[src/pkg/bus_matching_port_adapter_regs.vh]
// Purpose: register map, field positions and counts of the port adapter
// Assumes: APB, 32-bit data, one word per register
// Notes: definitions only
`ifndef BUS_MATCHING_PORT_ADAPTER_REGS_VH
`define BUS_MATCHING_PORT_ADAPTER_REGS_VH

// Register byte addresses
`define REG_CTRL_ADDR 8'h00
`define REG_STATUS_ADDR 8'h04
`define REG_OFS_A2B_AF_ADDR 8'h08
`define REG_OFS_A2B_AE_ADDR 8'h0C
`define REG_OFS_C2A_AF_ADDR 8'h10
`define REG_OFS_C2A_AE_ADDR 8'h14

// Control fields and reset value
`define CTRL_PROG_EN_BIT 0
`define CTRL_SERIAL_BIT 1
`define CTRL_W 2
`define CTRL_RESET 2'h0

// Status fields
`define ST_BIG_ENDIAN_BIT 0
`define ST_FALL_THROUGH_BIT 1
`define ST_TX_BYTE_BIT 2
`define ST_RX_BYTE_BIT 3
`define ST_PROG_DONE_BIT 4
`define ST_HOST_FULL_N_BIT 5
`define ST_RX_FULL_N_BIT 6
`define ST_TX_EMPTY_N_BIT 7
`define ST_TX_CNT_LSB 8
`define ST_RX_CNT_LSB 10

// Offset preset loaded by master reset
`define OFS_PRESET 8

// Cycles from reset release to output flag low
`define FLAG_DLY_STD 2'h2
`define FLAG_DLY_FALL_THROUGH_MODE 2'h1

// Piece indices
`define LAST_BYTE 2'h3
`define LAST_WORD 2'h1
`define LAST_PARALLEL 2'h3

// Synchroniser lanes
`define SY_N 10
`define SY_MRA 0
`define SY_MRC 1
`define SY_PRA 2
`define SY_PRC 3
`define SY_BE 4
`define SY_FT 5
`define SY_TXW 6
`define SY_RXW 7
`define SY_SD 8
`define SY_SEN 9

`endif

[src/logic/bus_matching_port_adapter.v]
// Purpose: width matching between 36-bit FIFO words and 18/9-bit ports
// Assumes: one clock MCLK, FIFO arrays outside, port logic on MCLK
// Notes: configuration and reset pins are synchronised here
//
// The address map and register access over APB were decided locally.
`default_nettype none
`include "bus_matching_port_adapter_regs.vh"

module bus_matching_port_adapter #(
    parameter OFFSET_W = 11
) (
    input wire MCLK,
    input wire RST,
    input wire PSEL,
    input wire PENABLE,
    input wire PWRITE,
    input wire [7:0] PADDR,
    input wire [31:0] PWDATA,
    output reg [31:0] PRDATA,
    output wire PREADY,
    output wire PSLVERR,
    input wire FIFO_A2B_MASTER_RESET_N,
    input wire FIFO_C2A_MASTER_RESET_N,
    input wire FIFO_A2B_PARTIAL_RESET_N,
    input wire FIFO_C2A_PARTIAL_RESET_N,
    input wire BIG_ENDIAN_SEL,
    input wire FALL_THROUGH_MODE,
    input wire TX_PORT_WIDTH_SEL,
    input wire RX_PORT_WIDTH_SEL,
    input wire SERIAL_OFFSET_IN,
    input wire SERIAL_OFFSET_EN,
    input wire HOST_CHIP_SEL_N,
    input wire HOST_WRITE,
    input wire HOST_MAIL_SEL,
    input wire [35:0] HOST_DATA,
    output wire HOST_FULL_N,
    input wire A2B_WREADY,
    output reg A2B_WE,
    output reg [35:0] A2B_WDATA,
    input wire A2B_RVALID,
    input wire [35:0] A2B_RDATA,
    output wire A2B_RREQ,
    input wire TX_READ,
    output reg [17:0] TX_DATA,
    output reg TX_EMPTY_N,
    input wire RX_WRITE,
    input wire RX_MAIL_SEL,
    input wire [17:0] RX_DATA,
    output wire RX_FULL_N,
    input wire C2A_READY,
    output reg C2A_WE,
    output reg [35:0] C2A_WDATA
);

    localparam OW4 = 4 * OFFSET_W;
    localparam [31:0] SER_LAST_W = OW4 - 1;
    localparam [5:0] SER_LAST = SER_LAST_W[5:0];
    localparam [31:0] PRESET_W = `OFS_PRESET;
    localparam [OFFSET_W-1:0] PRESET = PRESET_W[OFFSET_W-1:0];

    // Piece of a long word for the given read index
    function [17:0] pick;
        input [35:0] w;
        input [1:0] i;
        input byt;
        input big;
        reg [1:0] l;
        reg wl;
        begin
            l = big ? ~i : i;
            wl = i[0] ^ big;
            if (byt)
                pick = {9'h000, w[l*9 +: 9]};
            else
                pick = w[wl*18 +: 18];
        end
    endfunction

    // Long word with one piece dropped into its lane
    function [35:0] place;
        input [35:0] w;
        input [17:0] p;
        input [1:0] i;
        input byt;
        input big;
        reg [1:0] l;
        reg wl;
        begin
            l = big ? ~i : i;
            wl = i[0] ^ big;
            place = w;
            if (byt)
                place[l*9 +: 9] = p[8:0];
            else
                place[wl*18 +: 18] = p;
        end
    endfunction

    // Two-flop synchronisers for all configuration and reset pin inputs
    wire [`SY_N-1:0] pins;
    reg [`SY_N-1:0] sy1_q;
    reg [`SY_N-1:0] sy2_q;
    reg mra_prev_q;
    assign pins = {SERIAL_OFFSET_EN, SERIAL_OFFSET_IN, RX_PORT_WIDTH_SEL,
        TX_PORT_WIDTH_SEL, FALL_THROUGH_MODE, BIG_ENDIAN_SEL,
        FIFO_C2A_PARTIAL_RESET_N, FIFO_A2B_PARTIAL_RESET_N,
        FIFO_C2A_MASTER_RESET_N, FIFO_A2B_MASTER_RESET_N};
    always @(posedge MCLK)
    begin
        if (RST)
        begin
            sy1_q <= {`SY_N{1'b0}};
            sy2_q <= {`SY_N{1'b0}};
            mra_prev_q <= 1'b0;
        end
        else
        begin
            sy1_q <= pins;
            sy2_q <= sy1_q;
            mra_prev_q <= sy2_q[`SY_MRA];
        end
    end

    // Per-FIFO reset terms; partial keeps configuration
    wire mra_act = ~sy2_q[`SY_MRA];
    wire mrc_act = ~sy2_q[`SY_MRC];
    wire a2b_rst = RST | mra_act | ~sy2_q[`SY_PRA];
    wire c2a_rst = RST | mrc_act | ~sy2_q[`SY_PRC];
    wire mra_rise = sy2_q[`SY_MRA] & ~mra_prev_q;

    // APB control register
    reg [`CTRL_W-1:0] ctrl_q;
    wire apb_wr = PSEL & PENABLE & PWRITE;
    always @(posedge MCLK)
    begin
        if (RST)
            ctrl_q <= `CTRL_RESET;
        else if (apb_wr && PADDR == `REG_CTRL_ADDR)
            ctrl_q <= PWDATA[`CTRL_W-1:0];
    end

    // Configuration caught at A2B master reset release
    reg be_q;
    reg ft_q;
    reg txb_q;
    reg rxb_q;
    reg prog_need_q;
    reg prog_ser_q;
    always @(posedge MCLK)
    begin
        if (RST)
        begin
            be_q <= 1'b0;
            ft_q <= 1'b0;
            txb_q <= 1'b0;
            rxb_q <= 1'b0;
            prog_need_q <= 1'b0;
            prog_ser_q <= 1'b0;
        end
        else if (mra_rise)
        begin
            be_q <= sy2_q[`SY_BE];
            ft_q <= sy2_q[`SY_FT];
            txb_q <= sy2_q[`SY_TXW];
            rxb_q <= sy2_q[`SY_RXW];
            prog_need_q <= ctrl_q[`CTRL_PROG_EN_BIT];
            prog_ser_q <= ctrl_q[`CTRL_SERIAL_BIT];
        end
    end

    // Offset storage, first shifted value in the top slot
    reg [OW4-1:0] ofs_q;
    reg [5:0] sbit_q;
    reg [1:0] pidx_q;
    reg done_q;
    wire host_wr = ~HOST_CHIP_SEL_N & HOST_WRITE & ~HOST_MAIL_SEL;
    // Latch cycle excluded: mode bits are still the old ones then
    wire prog_act = prog_need_q & ~done_q & ~a2b_rst & ~c2a_rst & ~mra_rise;
    // Slot index kept 2 bits wide before it is scaled
    wire [1:0] pslot = ~pidx_q;
    wire ser_bit = prog_act & prog_ser_q & sy2_q[`SY_SEN];
    wire par_wr = prog_act & ~prog_ser_q & host_wr;
    always @(posedge MCLK)
    begin
        if (RST)
        begin
            ofs_q <= {4{PRESET}};
            sbit_q <= 6'h00;
            pidx_q <= 2'h0;
            done_q <= 1'b0;
        end
        else if (mra_act | mrc_act)
        begin
            sbit_q <= 6'h00;
            pidx_q <= 2'h0;
            done_q <= 1'b0;
            if (mra_act)
                ofs_q[OW4-1 -: 2*OFFSET_W] <= {PRESET, PRESET};
            if (mrc_act)
                ofs_q[2*OFFSET_W-1:0] <= {PRESET, PRESET};
        end
        else if (ser_bit)
        begin
            ofs_q <= {ofs_q[OW4-2:0], sy2_q[`SY_SD]};
            sbit_q <= sbit_q + 6'h01;
            if (sbit_q == SER_LAST)
                done_q <= 1'b1;
        end
        else if (par_wr)
        begin
            ofs_q[pslot*OFFSET_W +: OFFSET_W] <= HOST_DATA[OFFSET_W-1:0];
            pidx_q <= pidx_q + 2'h1;
            if (pidx_q == `LAST_PARALLEL)
                done_q <= 1'b1;
        end
    end

    // Input-side ready flags, registered after programming
    reg host_full_q;
    reg rx_full_q;
    // No false flag rise while the new mode is being latched
    wire cfg_ok = (~prog_need_q | done_q) & ~mra_rise;
    always @(posedge MCLK)
    begin
        if (RST)
        begin
            host_full_q <= 1'b0;
            rx_full_q <= 1'b0;
        end
        else
        begin
            host_full_q <= ~a2b_rst & cfg_ok;
            rx_full_q <= ~c2a_rst & cfg_ok;
        end
    end
    wire fifo_ok = host_full_q & rx_full_q;
    assign HOST_FULL_N = host_full_q & A2B_WREADY;
    assign RX_FULL_N = rx_full_q & C2A_READY;

    // Host writes into the first FIFO array
    always @(posedge MCLK)
    begin
        if (RST)
        begin
            A2B_WE <= 1'b0;
            A2B_WDATA <= 36'h000000000;
        end
        else
        begin
            A2B_WE <= host_wr & fifo_ok & A2B_WREADY & ~a2b_rst;
            if (host_wr)
                A2B_WDATA <= HOST_DATA;
        end
    end

    // Transmit disassembly state
    reg [35:0] thold_q;
    reg [35:0] thold_d;
    reg [1:0] tcnt_q;
    reg [1:0] tcnt_d;
    reg tval_q;
    reg tval_d;
    reg [1:0] tdly_q;
    wire tlast = tcnt_q == (txb_q ? `LAST_BYTE : `LAST_WORD);
    wire tx_adv = TX_READ & TX_EMPTY_N & tval_q;
    // fetch only when whole word is used up
    assign A2B_RREQ = ~a2b_rst & A2B_RVALID & (~tval_q | (tx_adv & tlast));
    always @*
    begin
        thold_d = thold_q;
        tcnt_d = tcnt_q;
        tval_d = tval_q;
        if (a2b_rst)
        begin
            thold_d = 36'h000000000;
            tcnt_d = 2'h0;
            tval_d = 1'b0;
        end
        else if (A2B_RREQ)
        begin
            thold_d = A2B_RDATA;
            tcnt_d = 2'h0;
            tval_d = 1'b1;
        end
        else if (tx_adv)
        begin
            tcnt_d = tlast ? 2'h0 : tcnt_q + 2'h1;
            tval_d = ~tlast;
        end
    end

    // Transmit registers; piece chosen from next state
    always @(posedge MCLK)
    begin
        if (RST)
        begin
            thold_q <= 36'h000000000;
            tcnt_q <= 2'h0;
            tval_q <= 1'b0;
            TX_DATA <= 18'h00000;
        end
        else
        begin
            thold_q <= thold_d;
            tcnt_q <= tcnt_d;
            tval_q <= tval_d;
            TX_DATA <= pick(thold_d, tcnt_d, txb_q, be_q);
        end
    end

    // Empty flag holds until delay after reset runs out
    wire ft_sel = mra_act ? sy2_q[`SY_FT] : ft_q;
    always @(posedge MCLK)
    begin
        if (RST)
        begin
            tdly_q <= 2'h0;
            TX_EMPTY_N <= 1'b0;
        end
        else if (a2b_rst)
            tdly_q <= ft_sel ? `FLAG_DLY_FALL_THROUGH_MODE : `FLAG_DLY_STD;
        else if (tdly_q != 2'h0)
        begin
            tdly_q <= tdly_q - 2'h1;
            if (tdly_q == 2'h1)
                TX_EMPTY_N <= 1'b0;
        end
        else
            TX_EMPTY_N <= tval_d;
    end

    // Receive assembly state
    reg [35:0] racc_q;
    reg [1:0] rcnt_q;
    wire rlast = rcnt_q == (rxb_q ? `LAST_BYTE : `LAST_WORD);
    wire rx_acc = RX_WRITE & ~RX_MAIL_SEL & RX_FULL_N & fifo_ok & ~c2a_rst;
    wire [35:0] racc_nx = place(racc_q, RX_DATA, rcnt_q, rxb_q, be_q);
    always @(posedge MCLK)
    begin
        if (RST)
        begin
            racc_q <= 36'h000000000;
            rcnt_q <= 2'h0;
            C2A_WE <= 1'b0;
            C2A_WDATA <= 36'h000000000;
        end
        else if (c2a_rst)
        begin
            racc_q <= 36'h000000000;
            rcnt_q <= 2'h0;
            C2A_WE <= 1'b0;
        end
        else
        begin
            C2A_WE <= 1'b0;
            if (rx_acc)
            begin
                racc_q <= racc_nx;
                rcnt_q <= rlast ? 2'h0 : rcnt_q + 2'h1;
                if (rlast)
                begin
                    C2A_WE <= 1'b1;
                    C2A_WDATA <= racc_nx;
                end
            end
        end
    end

    // Read mux; status shows latched mode and counters
    wire [31:0] status;
    reg [31:0] rd_mux;
    reg mapped;
    assign status = {20'h00000, rcnt_q, tcnt_q, TX_EMPTY_N, rx_full_q,
        host_full_q, done_q, rxb_q, txb_q, ft_q, be_q};
    always @*
    begin
        mapped = 1'b1;
        rd_mux = 32'h00000000;
        case (PADDR)
            `REG_CTRL_ADDR: rd_mux[`CTRL_W-1:0] = ctrl_q;
            `REG_STATUS_ADDR: rd_mux = status;
            `REG_OFS_A2B_AF_ADDR:
                rd_mux[OFFSET_W-1:0] = ofs_q[OW4-1 -: OFFSET_W];
            `REG_OFS_A2B_AE_ADDR:
                rd_mux[OFFSET_W-1:0] = ofs_q[3*OFFSET_W-1 -: OFFSET_W];
            `REG_OFS_C2A_AF_ADDR:
                rd_mux[OFFSET_W-1:0] = ofs_q[2*OFFSET_W-1 -: OFFSET_W];
            `REG_OFS_C2A_AE_ADDR:
                rd_mux[OFFSET_W-1:0] = ofs_q[OFFSET_W-1:0];
            default: mapped = 1'b0;
        endcase
    end

    // Read data captured in setup phase, stable in access
    always @(posedge MCLK)
    begin
        if (RST)
            PRDATA <= 32'h00000000;
        else if (PSEL & ~PENABLE)
            PRDATA <= rd_mux;
    end
    // Zero wait states; unmapped access flagged
    assign PREADY = 1'b1;
    assign PSLVERR = PSEL & PENABLE & ~mapped;

endmodule // bus_matching_port_adapter
`default_nettype wire

[config.mk]
export PLATFORM = sky130hd
export DESIGN_NAME = bus_matching_port_adapter
export DESIGN_NICKNAME = d
export VERILOG_FILES = /design/src/logic/bus_matching_port_adapter.v
export VERILOG_INCLUDE_DIRS = /design/src /design/src/pkg
export SDC_FILE = /design/constraint.sdc
export NUM_CORES = 1
export LEC_CHECK = 0
export BUFFER_PORTS_ARGS = -buffer_cell sky130_fd_sc_hd__buf_4
export CORE_MARGIN = 10
export CORE_UTILIZATION = 25
export CTS_CLUSTER_DIAMETER = 150
export CTS_CLUSTER_SIZE = 24
export DETAILED_ROUTE_END_ITERATION = 16
export PLACE_DENSITY = 0.52
export SETUP_SLACK_MARGIN = 0.4
export SLEW_MARGIN = 20
export SYNTH_ARGS = -nofsm -noshare
export SYNTH_HDL_FRONTEND = slang
export SYNTH_SLANG_ARGS = --single-unit
[constraint.sdc]
create_clock -name MCLK -period 4.85 [get_ports MCLK]
set_input_delay 0.485 -clock MCLK [delete_from_list [all_inputs] [get_ports MCLK]]
set_output_delay 0.485 -clock MCLK [all_outputs]
set_load 0.01 [all_outputs]
==> impl_metrics.yaml <==
place:
  pre_cts_ws_ns: 1.61
  gp_congestion: 0.818
  dpl.hpwl_um: 28300
  numPortBuffers: 232
  place_area_mm2: 0.0143
  placed_cells: 2229
synth:
  yosysWarnings: 0
  synth_top_family_by_area: "simple AND/OR/NAND/NOR gates"
  synthesis.area_mm2: 0.0121
  avgSynthCellArea_um2: 8.24
  synth_cells: 1473
  yosysSeqAreaShare_pct: 44.2
  synth_flop_cell: "dfxtp_1"
  synth-simple-area-share_pct: 20.8
  synth_xor_area_share_pct: 1.23
  ys_ff_latch: 268
  ys_top_cells_by_area: "dfxtp_1 (44%), nand2_1 (7.5%), a21oi_1 (6.4%)"
  synth_top_cell_by_area: "dfxtp_1"
  synth_compound_area_share_pct: 19.2
  muxShareOfSynthArea_pct: 8.30
  synthAdderAreaFrac_pct: 0.721
  async_flop_share_pct: 0
  synth_edf_count: 0
  synth.distinct_cells: 65
  yosys.area.top_type_share_pct: 44.2
drt:
  first_iter_violations: 713
  avgRoutedWirePerCell_um: 17.4
  drt-total-wl_um: 39200
  drc_errors: 0
  vias: 10700
  drt-pass1-iter-count: 7
  ant_nets: 0
  viasPerCell: 4.78
setup_path:
  reg2reg_to: "C2A_WDATA[16]"
  path_class: "register to register"
  cp-start-kind: "register"
  cp_max_fo: 18
  r2r_start: "be_q"
  cp.required_ns: 5.22
  reg2reg_slack_ns: 1.91
  endpoint_kind: "register"
  cp.arrival_ns: 3.31
  r2r_cells: 7
die:
  std_cell_rows: 80
  die_h_um: 240
  die_w_um: 240
  io_pins: 284
  coreArea_mm2: 0.0478
  initial_core_util_pct: 25.4
  dieArea_mm2: 0.0578
finish:
  syn2layout_area_growth_pct: 21.5
  nFillCells: 5088
  final_net_count: 1792
  fin_cells: 2247
  multiInputGateArea_mm2: 0.00621
  area.sequential_mm2: 0.00537
  antenna_cells: 0
  post-route-cell-area_mm2: 0.0148
  layout-drive-gt1-share_pct: 19.7
sta:
  finalHoldViolCount: 0
  tns_ns: 0
  finalSetupViolations: 0
  worst_pin_slew_ns: 1.04
  slew-limit-headroom_pct: 30.3
  rsz0062_at_grt: "false"
  fmax_ghz: 0.340
  maxSlewViolCount: 0
  min_period_ns: 2.94
  finalCritPeriodShare_pct: 60.6
  worst_slack_ns: 1.91
  skew_ns: 0.0312
grt:
  grt_max_degree: 77
  antenna_found_initial: 0
  gr-usage-all-layers_pct: 13.0
  grt_pass1_wl_um: 60400
  grt_pass1_vias: 10200
  grt-ovfl-total: 0
min_path:
  hp-class: "input port to register"
  hold_path_end: "sy1_q[2]"
  hold_depth: 2
  hold_start: "FIFO_A2B_PARTIAL_RESET_N"
run_status:
  status: "finished clean"
clock_network:
  numCtsBuffers: 15
  holdBufCountCts: 0
  htreeDepth: 1
  cts_tree: "built"
  clockBufferDepth: 3
  cts-resized-gates: 0
  insertion_delay_ns: 0.52
  path_clk_slew_ns: 0.10
  clock-sinks: 268
  cts_root_buf: "clkbuf_16"
  cts_setup_buffers: 0
power_and_ir_drop:
  p_total_mw: 3.93
  p_per_area_mw_per_mm2: 266
  peakVddDrop_v: 0.000170
  p_leak_nw: 5.50
run:
  drv_cap: 0
-- power breakdown --
| group | switching, mW | internal, mW |
|---|---|---|
| sequential | 0.0219 | 2.23 |
| clock | 0.789 | 0.575 |
| combinational | 0.173 | 0.138 |
| total | 0.984 | 2.95 |
-- state kept, by name, summed over array words and instances, names as in the netlist, 6 cells and up --
signal     count
racc_q        36
sy1_q         10
A2B_WDATA     36
sy2_q         10
thold_q       36
PRDATA        12
ofs_q         44
sbit_q         6
C2A_WDATA     36
TX_DATA       18
-- layout make-up --
class                   count  area share [%]
multi-input cells        1077            42.1
inverters                  12           0.305
clock inverters             3           0.229
clock buffers              15            2.54
well taps                 615            5.21
flip-flops and latches    268            36.4
repair buffers            257            13.2
-- cell families after synthesis --
kind of cell / after synthesis
AO/OA/AOI/OAI: 379
XOR/XNOR: 14
adder cells (fa/ha/maj): 7
buffers and inverters: 147
flip-flops: 268
multiplexers: 96
other: 2
AND/OR/NAND/NOR: 560
-- worst max-delay path, stage by stage (launching register included) --
cell	delay, ns
dfxtp_1	0.66
nand2b_1	0.25
nand2_1	0.61
buf_4	0.41
mux2_2	0.36
o21ai_0	0.29
o21a_1	0.15
nor2_1	0.03
-- Yosys cell counts (4+ instances only) --
| cell type | number |
|---|---|
| buf_2 | 20 |
| dfxtp_1 | 268 |
| a211oi_1 | 57 |
| a311oi_1 | 4 |
| nor3b_1 | 8 |
| nor3_1 | 42 |
| o311ai_0 | 9 |
| a22oi_1 | 29 |
| o21ai_1 | 7 |
| nand4_1 | 6 |
| buf_4 | 22 |
| o31ai_1 | 9 |
| xnor2_1 | 7 |
| a21oi_1 | 155 |
| buf_1 | 10 |
| a22o_1 | 9 |
| nand2b_1 | 13 |
| nand2_1 | 242 |
| inv_1 | 10 |
| nand3_1 | 52 |
| nor2b_1 | 29 |
| nor2_1 | 133 |
| ha_1 | 7 |
| a311o_1 | 4 |
| o211ai_1 | 9 |
| clkbuf_1 | 82 |
| o21ai_0 | 54 |
| or2_2 | 9 |
| xor2_1 | 5 |
| o21a_1 | 11 |
| o22ai_1 | 10 |
| mux2i_1 | 77 |
| mux2_2 | 17 |
-- layout by cell type (no fill, tap or decap), drive strengths merged, types with 21 or more instances in the layout --
cell type  count
nor2         134
buf          257
o21ai         63
nand3         52
mux2i         79
dfxtp        268
a22oi         29
conb          21
nor2b         29
nand2        243
a21oi        156
nor3          43
a211oi        57
-- layer usage --
metal  wire length (um)  global-route usage, %  share of wire, %  up-vias
met5                  0                      0                 0        -
met4                614                   2.95               1.6        0
met3               2470                   2.55               6.3       31
met2              18300                   21.2                47      265
met1              17800                   17.2                45     5034
li1                   -                      -                 -     5413
-- metrics by stage --
stage	util [%]	hold slack [ns]
after detailed placement	30.0	0.423
final	30.8	0.174
after floorplan	-	0.414
after global routing	30.8	0.153
after global placement	30.0	0.423
after CTS	30.8	0.145
-- worst max-delay path by stage --
| stage | from | to | slack, ns | cells past startpoint |
|---|---|---|---|---|
| 6_report | be_q | C2A_WDATA[16] | 1.91 | 7 |
| 5_1_grt | be_q | C2A_WDATA[16] | 1.63 | 7 |
| 4_1_cts | be_q | C2A_WDATA[16] | 1.86 | 7 |
| 3_5_place_dp | RST | TX_DATA[7] | 1.61 | 10 |
| 3_3_place_gp | RST | TX_DATA[7] | 1.68 | 10 |
| 2_1_floorplan | RST | ofs_q[14] | 2.71 | 8 |
No activity file was read; power rests on OpenSTA's default activity.
